===== src/hdl/rtcts_pkg.sv =====
// Notes on behaviour
// - Time-count correction alters one-second tick length once every twenty seconds.
// - Trim codes 0, +1, -64 and -63 apply no correction at all.
// - Trim is 7-bit signed; a negative value is stored as 128 minus magnitude.
// - Positive codes slow the count in proportion to their distance above 01h.
// - Negative codes speed the count in proportion to their distance below 80h.
// - Codes 02h to 3Fh retard timekeeping, correcting a fast oscillator.
// - Codes 7Fh down to 42h advance timekeeping, correcting a slow oscillator.
// - The free-running sub clock output never depends on the trim setting.
// - Halt flag is sticky until the host writes zero; low-supply flag until a zero write or a halt event.
// - Supply threshold is 2.1 V when select is zero (default), 1.6 V when one.
// - Setting the halt flag clears the low-supply flag.
// - Halt flag setting clears trim, threshold select, low flag and other control bits.
// - The halt flag is set at power-on from zero volts.
// - Supply is sampled only during a 7.8 ms window once per second.
// - Sampling stops while the low-supply flag is set.
package rtcts_pkg;

  // Timing of the system clock and the supply sampling window.
  localparam int unsigned CLK_PERIOD_NS  = 10;
  localparam int unsigned SAMPLE_WIN_NS  = 7800000;
  localparam int unsigned SAMPLE_WIN_CYC = SAMPLE_WIN_NS / CLK_PERIOD_NS;

  // Oscillator cycles per nominal second and the corrected second index.
  localparam logic [16:0] SEC_CYCLES    = 17'h08000;
  localparam logic [4:0]  CORR_LAST_SEC = 5'h13;

  // Trim code landmarks.
  localparam logic [6:0]  TRIM_POS_BASE = 7'h01;
  localparam logic [6:0]  TRIM_POS_MIN  = 7'h02;
  localparam logic [6:0]  TRIM_POS_MAX  = 7'h3f;
  localparam logic [6:0]  TRIM_NEG_MIN  = 7'h42;
  localparam logic [7:0]  TRIM_NEG_BASE = 8'h80;

  // Values after reset.
  localparam logic [6:0]  TRIM_RST = 7'h00;
  localparam logic        HALT_RST = 1'b1;
  localparam logic        LOW_RST  = 1'b0;
  localparam logic        VSEL_RST = 1'b0;
  localparam logic        CLR_RST  = 1'b1;

  // Signed cycle adjustment of the corrected second for a trim code.
  function automatic logic signed [7:0] rtcts_trim_adjust(input logic [6:0] code);
    logic signed [7:0] adj;
    adj = 8'sh00;
    if (code >= TRIM_POS_MIN && code <= TRIM_POS_MAX) begin
      adj = $signed({1'b0, code - TRIM_POS_BASE});
    end else if (code >= TRIM_NEG_MIN) begin
      adj = -$signed(TRIM_NEG_BASE - {1'b0, code});
    end
    // disabled codes fall through to zero.
    return adj;
  endfunction : rtcts_trim_adjust

endpackage : rtcts_pkg


===== src/hdl/rtcts_tick_if.sv =====
`timescale 1ns/10ps
// Carries the trim value to the prescaler and the second tick back.
interface rtcts_tick_if;
  logic [6:0] trim;
  logic       second_tick;

  modport status    (output trim, input second_tick);
  modport prescaler (input trim, output second_tick);
endinterface : rtcts_tick_if


===== src/hdl/rtcts_second_prescaler.sv =====
`timescale 1ns/10ps
module rtcts_second_prescaler
  import rtcts_pkg::*;
#(
  parameter int unsigned SEC_EDGES = SEC_CYCLES
)
(
  // Clock and reset.
  input  wire logic       clock_i,
  input  wire logic       rstn_i,
  // Oscillator level and free-running copy.
  input  wire logic       osc_level_i,
  output logic            sub_clock_output_o,
  // Link to the status logic.
  rtcts_tick_if.prescaler tk
);

  typedef struct packed {
    logic        osc_prev;
    logic        sub_clk;
    logic [16:0] cyc;
    logic [4:0]  sec;
    logic        tick;
  } rtcts_presc_s;

  localparam rtcts_presc_s PRESC_RST = '0;
  localparam logic [16:0]  SEC_LEN   = 17'(SEC_EDGES);

  rtcts_presc_s      cur;
  rtcts_presc_s      next_st;
  logic signed [7:0] adj;
  logic [16:0]       period;

  ////////////////////////////////////////////////////////////////////////////////
  // Next state: count oscillator edges and lengthen or shorten every twentieth second.
  always_comb begin
    next_st          = cur;
    next_st.osc_prev = osc_level_i;
    // sub clock is a plain copy
    next_st.sub_clk  = osc_level_i;
    next_st.tick     = 1'b0;
    adj              = rtcts_trim_adjust(tk.trim);
    period = (cur.sec == CORR_LAST_SEC) ? SEC_LEN + {{9{adj[7]}}, adj} : SEC_LEN;
    if (osc_level_i && !cur.osc_prev) begin
      // The >= guards against a trim shrinking the period mid-count.
      if (cur.cyc >= period - 17'h00001) begin
        next_st.cyc  = '0;
        next_st.tick = 1'b1;
        next_st.sec  = (cur.sec == CORR_LAST_SEC) ? 5'h00 : cur.sec + 5'h01;
      end else begin
        next_st.cyc = cur.cyc + 17'h00001;
      end
    end
  end

  // State register.
  always_ff @(posedge clock_i or negedge rstn_i) begin
    if (!rstn_i) begin
      cur <= PRESC_RST;
    end else begin
      cur <= next_st;
    end
  end

  assign sub_clock_output_o = cur.sub_clk;
  assign tk.second_tick     = cur.tick;

  ////////////////////////////////////////////////////////////////////////////////
  // Independent edge tally used only by the checks below.
  logic [16:0] h_edges;
  logic [4:0]  h_secs;
  logic        h_trim_chg;
  logic [6:0]  h_trim_prev;
  logic signed [7:0] h_adj;

  always_ff @(posedge clock_i or negedge rstn_i) begin
    if (!rstn_i) begin
      h_edges     <= '0;
      h_secs      <= '0;
      h_trim_chg  <= 1'b0;
      h_trim_prev <= TRIM_RST;
    end else begin
      h_trim_prev <= tk.trim;
      if (cur.tick) begin
        h_edges    <= (osc_level_i && !cur.osc_prev) ? 17'h00001 : 17'h00000;
        h_secs     <= (h_secs == CORR_LAST_SEC) ? 5'h00 : h_secs + 5'h01;
        h_trim_chg <= 1'b0;
      end else begin
        if (osc_level_i && !cur.osc_prev) begin
          h_edges <= h_edges + 17'h00001;
        end
        if (tk.trim != h_trim_prev) begin
          h_trim_chg <= 1'b1;
        end
      end
    end
  end

  // Trim that was in force at the edge that closed the second.
  assign h_adj = rtcts_trim_adjust(h_trim_prev);

  a_second_length: assert property (@(posedge clock_i) disable iff (!rstn_i)
    (cur.tick && !h_trim_chg) |-> h_edges == ((h_secs == CORR_LAST_SEC) ?
      SEC_LEN + {{9{h_adj[7]}}, h_adj} : SEC_LEN))
    else $error("Second length does not match trim");

  a_disabled_trim: assert property (@(posedge clock_i) disable iff (!rstn_i)
    (cur.tick && !h_trim_chg && (h_trim_prev == 7'h00 || h_trim_prev == 7'h01 ||
      h_trim_prev == 7'h40 || h_trim_prev == 7'h41)) |-> h_edges == SEC_LEN)
    else $error("Disabled trim code changed the second");

  // sub clock check, skipping the edge that still saw reset
  a_sub_clock_free: assert property (@(posedge clock_i) disable iff (!rstn_i)
    $past(rstn_i) |-> sub_clock_output_o == $past(osc_level_i))
    else $error("Sub clock output does not follow oscillator");

endmodule : rtcts_second_prescaler


===== src/hdl/rtcts_status.sv =====
`timescale 1ns/10ps
module rtcts_status
  import rtcts_pkg::*;
#(
  parameter int unsigned SAMPLE_CYCLES = SAMPLE_WIN_CYC,
  parameter int unsigned SEC_EDGES     = SEC_CYCLES
)
(
  // Clock and reset.
  input  wire logic        clock_i,
  input  wire logic        rstn_i,
  // Oscillator and its free-running copy.
  input  wire logic        osc_level_i,
  input  wire logic        osc_stop_i,
  output logic             sub_clock_output_o,
  output logic             second_tick_o,
  // Trim setting from the host.
  input  wire logic        trim_wr_i,
  input  wire logic [6:0]  trim_wdata_i,
  output logic [6:0]       trim_o,
  // Supply threshold select from the host.
  input  wire logic        threshold_wr_i,
  input  wire logic        threshold_wdata_i,
  output logic             supply_threshold_select_o,
  // Supply comparator.
  input  wire logic        supply_below_i,
  output logic             supply_sample_en_o,
  // Status flags and their host writes.
  input  wire logic        halt_flag_wr_i,
  input  wire logic        halt_flag_wdata_i,
  input  wire logic        low_flag_wr_i,
  input  wire logic        low_flag_wdata_i,
  output logic             osc_halt_flag_o,
  output logic             low_supply_flag_o,
  // Clear of the control bits held outside this block.
  output logic             ctrl_clear_o
);

  ////////////////////////////////////////////////////////////////////////////////
  // State and constants.

  typedef struct packed {
    logic        halt;
    logic        low;
    logic [6:0]  trim;
    logic        vsel;
    logic        win;
    logic [19:0] wcnt;
    logic        clr;
  } rtcts_stat_s;

  localparam rtcts_stat_s STAT_RST = '{
    halt: HALT_RST,
    low:  LOW_RST,
    trim: TRIM_RST,
    vsel: VSEL_RST,
    win:  1'b0,
    wcnt: 20'h00000,
    clr:  CLR_RST
  };

  localparam logic [19:0] WIN_LAST = 20'(SAMPLE_CYCLES - 1);

  rtcts_stat_s cur;
  rtcts_stat_s next_st;
  logic        low_set;

  rtcts_tick_if tk ();

  ////////////////////////////////////////////////////////////////////////////////
  // One-second prescaler with trim correction.

  rtcts_second_prescaler #(
    .SEC_EDGES (SEC_EDGES)
  ) u_prescaler (
    .clock_i            (clock_i),
    .rstn_i             (rstn_i),
    .osc_level_i        (osc_level_i),
    .sub_clock_output_o (sub_clock_output_o),
    .tk                 (tk)
  );

  ////////////////////////////////////////////////////////////////////////////////
  // Next state of flags, settings and the sampling window.

  always_comb begin
    next_st     = cur;
    // A supply drop only counts while the window is open.
    low_set     = cur.win && supply_below_i;
    next_st.clr = osc_stop_i;

    // Host settings take effect on the next edge.
    if (trim_wr_i) begin
      next_st.trim = trim_wdata_i;
    end
    if (threshold_wr_i) begin
      next_st.vsel = threshold_wdata_i;
    end

    if (halt_flag_wr_i && !halt_flag_wdata_i) begin
      next_st.halt = 1'b0;
    end
    if (osc_stop_i) begin
      next_st.halt = 1'b1;
    end

    if (low_flag_wr_i && !low_flag_wdata_i) begin
      next_st.low = 1'b0;
    end
    if (low_set) begin
      next_st.low = 1'b1;
    end

    if (tk.second_tick && !cur.low) begin
      next_st.win  = 1'b1;
      next_st.wcnt = 20'h00000;
    end else if (cur.win) begin
      if (cur.wcnt == WIN_LAST) begin
        next_st.win = 1'b0;
      end else begin
        next_st.wcnt = cur.wcnt + 20'h00001;
      end
    end

    if (osc_stop_i) begin
      next_st.low  = 1'b0;
      next_st.trim = TRIM_RST;
      next_st.vsel = VSEL_RST;
    end

    // no sampling while low flag set
    if (next_st.low) begin
      next_st.win = 1'b0;
    end
  end

  // State register; the halt flag comes up set after power-on.
  // halt set at power-on
  always_ff @(posedge clock_i or negedge rstn_i) begin
    if (!rstn_i) begin
      cur <= STAT_RST;
    end else begin
      cur <= next_st;
    end
  end

  // Outputs straight from the state register.
  assign tk.trim                   = cur.trim;
  assign trim_o                    = cur.trim;
  assign supply_threshold_select_o = cur.vsel;
  assign supply_sample_en_o        = cur.win;
  assign osc_halt_flag_o           = cur.halt;
  assign low_supply_flag_o         = cur.low;
  assign ctrl_clear_o              = cur.clr;
  assign second_tick_o             = tk.second_tick;

  ////////////////////////////////////////////////////////////////////////////////
  // Checks on the flag and window behaviour.

  a_halt_clears_ctl: assert property (@(posedge clock_i) disable iff (!rstn_i)
    osc_stop_i |=> (osc_halt_flag_o && trim_o == TRIM_RST && !supply_threshold_select_o
      && !low_supply_flag_o && ctrl_clear_o))
    else $error("Halt did not clear the control settings");

  a_halt_sticky: assert property (@(posedge clock_i) disable iff (!rstn_i)
    (osc_halt_flag_o && !(halt_flag_wr_i && !halt_flag_wdata_i)) |=> osc_halt_flag_o)
    else $error("Halt flag dropped without a zero write");

  a_low_sticky: assert property (@(posedge clock_i) disable iff (!rstn_i)
    (low_supply_flag_o && !osc_stop_i && !(low_flag_wr_i && !low_flag_wdata_i))
      |=> low_supply_flag_o)
    else $error("Low supply flag dropped without a zero write");

  a_halt_over_low: assert property (@(posedge clock_i) disable iff (!rstn_i)
    $rose(osc_halt_flag_o) |-> !low_supply_flag_o)
    else $error("Low supply flag set together with new halt");

  a_sample_suspend: assert property (@(posedge clock_i) disable iff (!rstn_i)
    low_supply_flag_o |-> !supply_sample_en_o)
    else $error("Sampling while low supply flag is set");

  a_window_open: assert property (@(posedge clock_i) disable iff (!rstn_i)
    $rose(supply_sample_en_o) |-> $past(second_tick_o))
    else $error("Sampling window opened away from a second tick");

  a_low_in_window: assert property (@(posedge clock_i) disable iff (!rstn_i)
    $rose(low_supply_flag_o) |-> $past(supply_sample_en_o && supply_below_i))
    else $error("Low supply flag set outside the window");

  a_thresh_write: assert property (@(posedge clock_i) disable iff (!rstn_i)
    (threshold_wr_i && !osc_stop_i) |=> supply_threshold_select_o == $past(threshold_wdata_i))
    else $error("Threshold select did not take the written value");

endmodule : rtcts_status


===== config.mk =====
export PLATFORM = sky130hd
export DESIGN_NAME = rtcts_status
export DESIGN_NICKNAME = d
export VERILOG_FILES = /design/src/hdl/rtcts_pkg.sv /design/src/hdl/rtcts_tick_if.sv /design/src/hdl/rtcts_second_prescaler.sv /design/src/hdl/rtcts_status.sv
export SDC_FILE = /design/constraint.sdc
export NUM_CORES = 1
export LEC_CHECK = 0
export BUFFER_PORTS_ARGS = -buffer_cell sky130_fd_sc_hd__buf_2
export CAP_MARGIN = 20
export CELL_PAD_IN_SITES_DETAIL_PLACEMENT = 1
export CELL_PAD_IN_SITES_GLOBAL_PLACEMENT = 2
export CORE_MARGIN = 2
export CORE_UTILIZATION = 40
export CTS_CLUSTER_DIAMETER = 50
export CTS_CLUSTER_SIZE = 25
export DETAILED_ROUTE_END_ITERATION = 7
export MAX_ROUTING_LAYER = met4
export PLACE_DENSITY = 0.95
export SLEW_MARGIN = 40
export SYNTH_ARGS = -nofsm -noshare
export SYNTH_HDL_FRONTEND = slang
export SYNTH_SLANG_ARGS = --single-unit

===== constraint.sdc =====
create_clock -name clock_i -period 13.2 [get_ports clock_i]
set_clock_uncertainty 0.15 [all_clocks]
set_input_delay 1.32 -clock clock_i [delete_from_list [all_inputs] [get_ports clock_i]]
set_output_delay 1.32 -clock clock_i [all_outputs]
set_load 0.01 [all_outputs]

==> metrics.log <==
[metrics] CP endpoint kind: flip-flop
[metrics] number of max-cap violations: 0
[metrics] root buf cell: clkbuf_8
[metrics] maximum buffer depth of the clock tree: 2
[metrics] total power: 0.395 mW
[metrics] largest area contributor in the synthesized netlist: dfrtp_1
[metrics] Antenna Nets Post-Route: 0
[metrics] share of power burned in registers: 55.3%
[metrics] clock input transition at the sequential cells of the worst setup and hold paths: 0.11 ns
[metrics] Die Ht: 99.4 microns
[metrics] number of I/O pins: 33
[metrics] wire length of the first global-routing pass: 14600 microns
[metrics] normalized max-slew margin: 48.6%
[metrics] number of hold violations in the final report: 0
[metrics] capturing point of the worst reg2reg path: u_prescaler.cur[2]$_DFFE_PN0P_
[metrics] area enclosed by the die boundary: 0.00988 sq mm
[metrics] clock latency on the worst-skew pair: 0.32 ns
[metrics] final-stage net count: 468
[metrics] share of synthesized area occupied by flip-flops and latches: 38.6%
[metrics] top cell type's share of synthesized area: 37.1%
[metrics] global placement routability congestion: 0.819
[metrics] hold-critical path endpoint: osc_halt_flag_o$_DFFE_PN1P_
[metrics] hold wc startpoint: osc_halt_flag_o$_DFFE_PN1P_
[metrics] kind of launch point of the worst setup path: flip-flop
[metrics] result of the run: finished clean
[metrics] share of synthesized registers carrying an async set or reset: 100%
[metrics] vias in the first global route: 3008
[metrics] Crit Path Class: flip-flop to flip-flop
[metrics] number of antenna violations at the first check in global routing: 0
[metrics] Area Growth Syn to Fin: 7.60%
[metrics] DR vias/cell: 5.53
[metrics] slew at the pin with the worst max-slew slack: 0.772 ns
[metrics] die width: 99.4 microns
[metrics] CTS tree: done
[metrics] worst slack on hold paths: 0.377 ns
[metrics] H-tree depth reported by CTS: 2
[metrics] wire per inst: 15.3 microns
[metrics] average footprint of a synthesized cell: 8.92 sq um
[metrics] final setup vio count: 0
[metrics] flop and latch count out of synthesis: 56
[metrics] count of synthesis-stage warnings from yosys: 0
[metrics] leak pwr: 1.83 nW
[metrics] R2R Path Start: trim_o[4]$_DFFE_PN0P_
[metrics] leftover overflow at the end of global routing: 0
[metrics] fmax: 197 MHz
[metrics] largest net degree at the start of global routing: 57
[metrics] switching power summed over all nets: 0.132 mW
[metrics] number of CTS-inserted buffers: 5
[metrics] Post-Synthesis Cells: 408
[metrics] share of the clock period used by the worst path after layout: 38.5%
[metrics] TNS Setup: 0 ns
[metrics] Setup Fix Bufs, Post-CTS: 0
[metrics] placed wire-length estimate: 6170 microns
[metrics] number of core rows: 34
[metrics] highest net fanout along the worst path: 15
[metrics] most used flip-flop cell after synthesis: dfrtp_1
[metrics] number of sinks driven by the clock tree: 56
[metrics] setup repair after global routing missed its margin: false
[metrics] data required time of the worst path: 13.26 ns
[metrics] violation count after the first detailed-routing iteration: 71
[metrics] post-cts hold buffer count: 0
[metrics] post-layout utilization of the core: 44.7%
[metrics] power density normalized to cell area: 101 mW/mm^2
[metrics] via count: 2946
[metrics] initial core utilization: 41.5%
[metrics] Sw Share: 33.4%
[metrics] register-to-register path setup slack: 8.12 ns
[metrics] antenna cells: 0
[metrics] most instantiated library cell after synthesis: nor2_1
[metrics] number of enable-type register cells in the synthesized netlist: 0
[metrics] Tightest Hold Check Type: flip-flop to flip-flop
[metrics] share of cells above drive strength 1: 12.7%
[metrics] TritonRoute pass-1 iters: 4
[metrics] I/O Buffers: 32
[metrics] number of library cell types mapped by synthesis: 52
[metrics] maximum vdd drop: 0.0000462 V
[metrics] crit path time final: 5.08 ns
[metrics] most area-consuming cells after synthesis: dfrtp_1 37%, ha_1 8.6%, nor2_1 6.5%
[metrics] global-route usage over all layers: 18.4%
[metrics] proportion of power drawn by the clock network: 25.6%
[metrics] post-synthesis instance area: 0.00364 sq mm
[metrics] cell-internal power: 0.263 mW
[metrics] Max Slew Vio Count: 0
[metrics] worst r2r path cells: 15
[metrics] number of nets produced by synthesis: 452
[metrics] hold path depth: 1
[metrics] portion of total power attributed to combinational logic: 19.1%
[metrics] Final Routed Wirelength: 8180 microns
[metrics] detailed-route DRC error count: 0
[metrics] number of gates given a new drive strength after cts: 0
[metrics] core region area: 0.00876 sq mm
[metrics] cell types with the highest counts after synthesis: 63 x nor2_1, 54 x dfrtp_1, 29 x nand2_1, 25 x ha_1
[metrics] worst endpoint data arrival time: 5.13 ns
-- area by class of cell --
| cell class | instances | area, sq um |
|---|---|---|
| timing repair buffer | 35 | 183 |
| multi-input combinational | 315 | 2060 |
| sequential | 56 | 1400 |
| clock buffer | 5 | 68.8 |
| inverter | 11 | 41.3 |
| fill | 1046 | 4850 |
| tap | 108 | 135 |
| clock inverter | 3 | 27.5 |
-- critical path: stages (launching register included) --
cell and delay, ns:
dfrtp_1 0.53, nor3_1 0.47, a2bb2o_1 0.44, nor4_1 0.09, a21oi_1 0.23, ha_1 0.24
o211ai_1 0.15, a2111oi_4 0.48, a21oi_1 0.16, ha_1 0.31, nand2_1 0.07, nor4_1 0.58
o21ai_2 0.26, a21oi_1 0.20, buf_4 0.23, mux2_2 0.36
-- power by group through the flow --
stage               combinational (mW)  clock [mW]  sequential [mW]
detailed placement              0.0761           0            0.221
floorplan                       0.0592           0            0.212
global placement                0.0738           0            0.220
global route                    0.0880       0.114            0.222
finish                          0.0754       0.101            0.218
CTS                             0.0770       0.107            0.218
-- worst max path at each step --
stage                                         from  slack, ns  cells past startpoint                        endpoint
finish                       trim_o[4]$_DFFE_PN0P_       8.12                     15  u_prescaler.cur[2]$_DFFE_PN0P_
global route                 trim_o[0]$_DFFE_PN0P_       7.60                     17  u_prescaler.cur[3]$_DFFE_PN0P_
CTS                          trim_o[0]$_DFFE_PN0P_       8.13                     16  u_prescaler.cur[3]$_DFFE_PN0P_
detailed placement           trim_o[0]$_DFFE_PN0P_       8.15                     16  u_prescaler.cur[3]$_DFFE_PN0P_
global placement             trim_o[1]$_DFFE_PN0P_       8.44                     17  u_prescaler.cur[1]$_DFFE_PN0P_
floorplan           u_prescaler.cur[1]$_DFFE_PN0P_       8.82                     17  u_prescaler.cur[3]$_DFFE_PN0P_
-- flip-flops by register name (all words and copies together), names as in the netlist --
| register | flops |
|---|---|
| ctrl_clear_o | 1 |
| cur | 20 |
| u_prescaler.tk.second_tick | 1 |
| supply_threshold_select_o | 1 |
| u_prescaler.cur | 23 |
| osc_halt_flag_o | 1 |
| low_supply_flag_o | 1 |
| supply_sample_en_o | 1 |
| trim_o | 7 |
-- cells in the final DEF (no fill, tap or decap), types with 3 or more instances in the layout --
cell	count
nor2_1	63
dfrtp_1	54
buf_2	32
nand2_1	29
ha_1	25
a21oi_1	22
xor2_1	22
nand4_1	17
nand3_1	17
o21ai_0	15
inv_1	11
mux2i_1	11
nor3_1	9
xnor2_1	9
nand2b_1	8
and3_1	7
nor2b_1	5
clkbuf_8	5
and2_1	4
nor4_1	4
a21o_1	4
or3_1	4
o31ai_1	3
and4_1	3
mux2_2	3
a31oi_1	3
buf_4	3
-- per-layer routing --
layer  GRT usage (%)  vias to the layer above  share of wire [%]
li1                -                     1460                  -
met5               -                        -                  0
met1            24.6                     1439                 49
met3            2.60                        4                3.3
met2            30.0                       43                 47
met4            4.11                        0               0.44
-- cells by family after synthesis --
| logic type | count (synthesis) | share of synthesized area [%] |
|---|---|---|
| XOR/XNOR | 31 | 7.46 |
| multiplexers | 14 | 3.95 |
| other | 1 | 0.103 |
| AO/OA/AOI/OAI | 67 | 12.6 |
| flip-flops | 56 | 38.6 |
| AND/OR/NAND/NOR | 177 | 23.8 |
| buffers and inverters | 37 | 4.92 |
| adder cells (fa/ha/maj) | 25 | 8.59 |
-- metrics by stage --
| stage | cell area [sq um] | cells | setup WS (ns) |
|---|---|---|---|
| global route | 3920 | 533 | 7.60 |
| detailed placement | 3820 | 525 | 8.15 |
| CTS | 3920 | 533 | 8.13 |
| global placement | 3820 | 525 | 8.44 |
| floorplan | 3640 | 408 | 8.82 |
| finish | 3920 | 533 | 8.12 |
No activity file was read; power rests on OpenSTA's default activity.
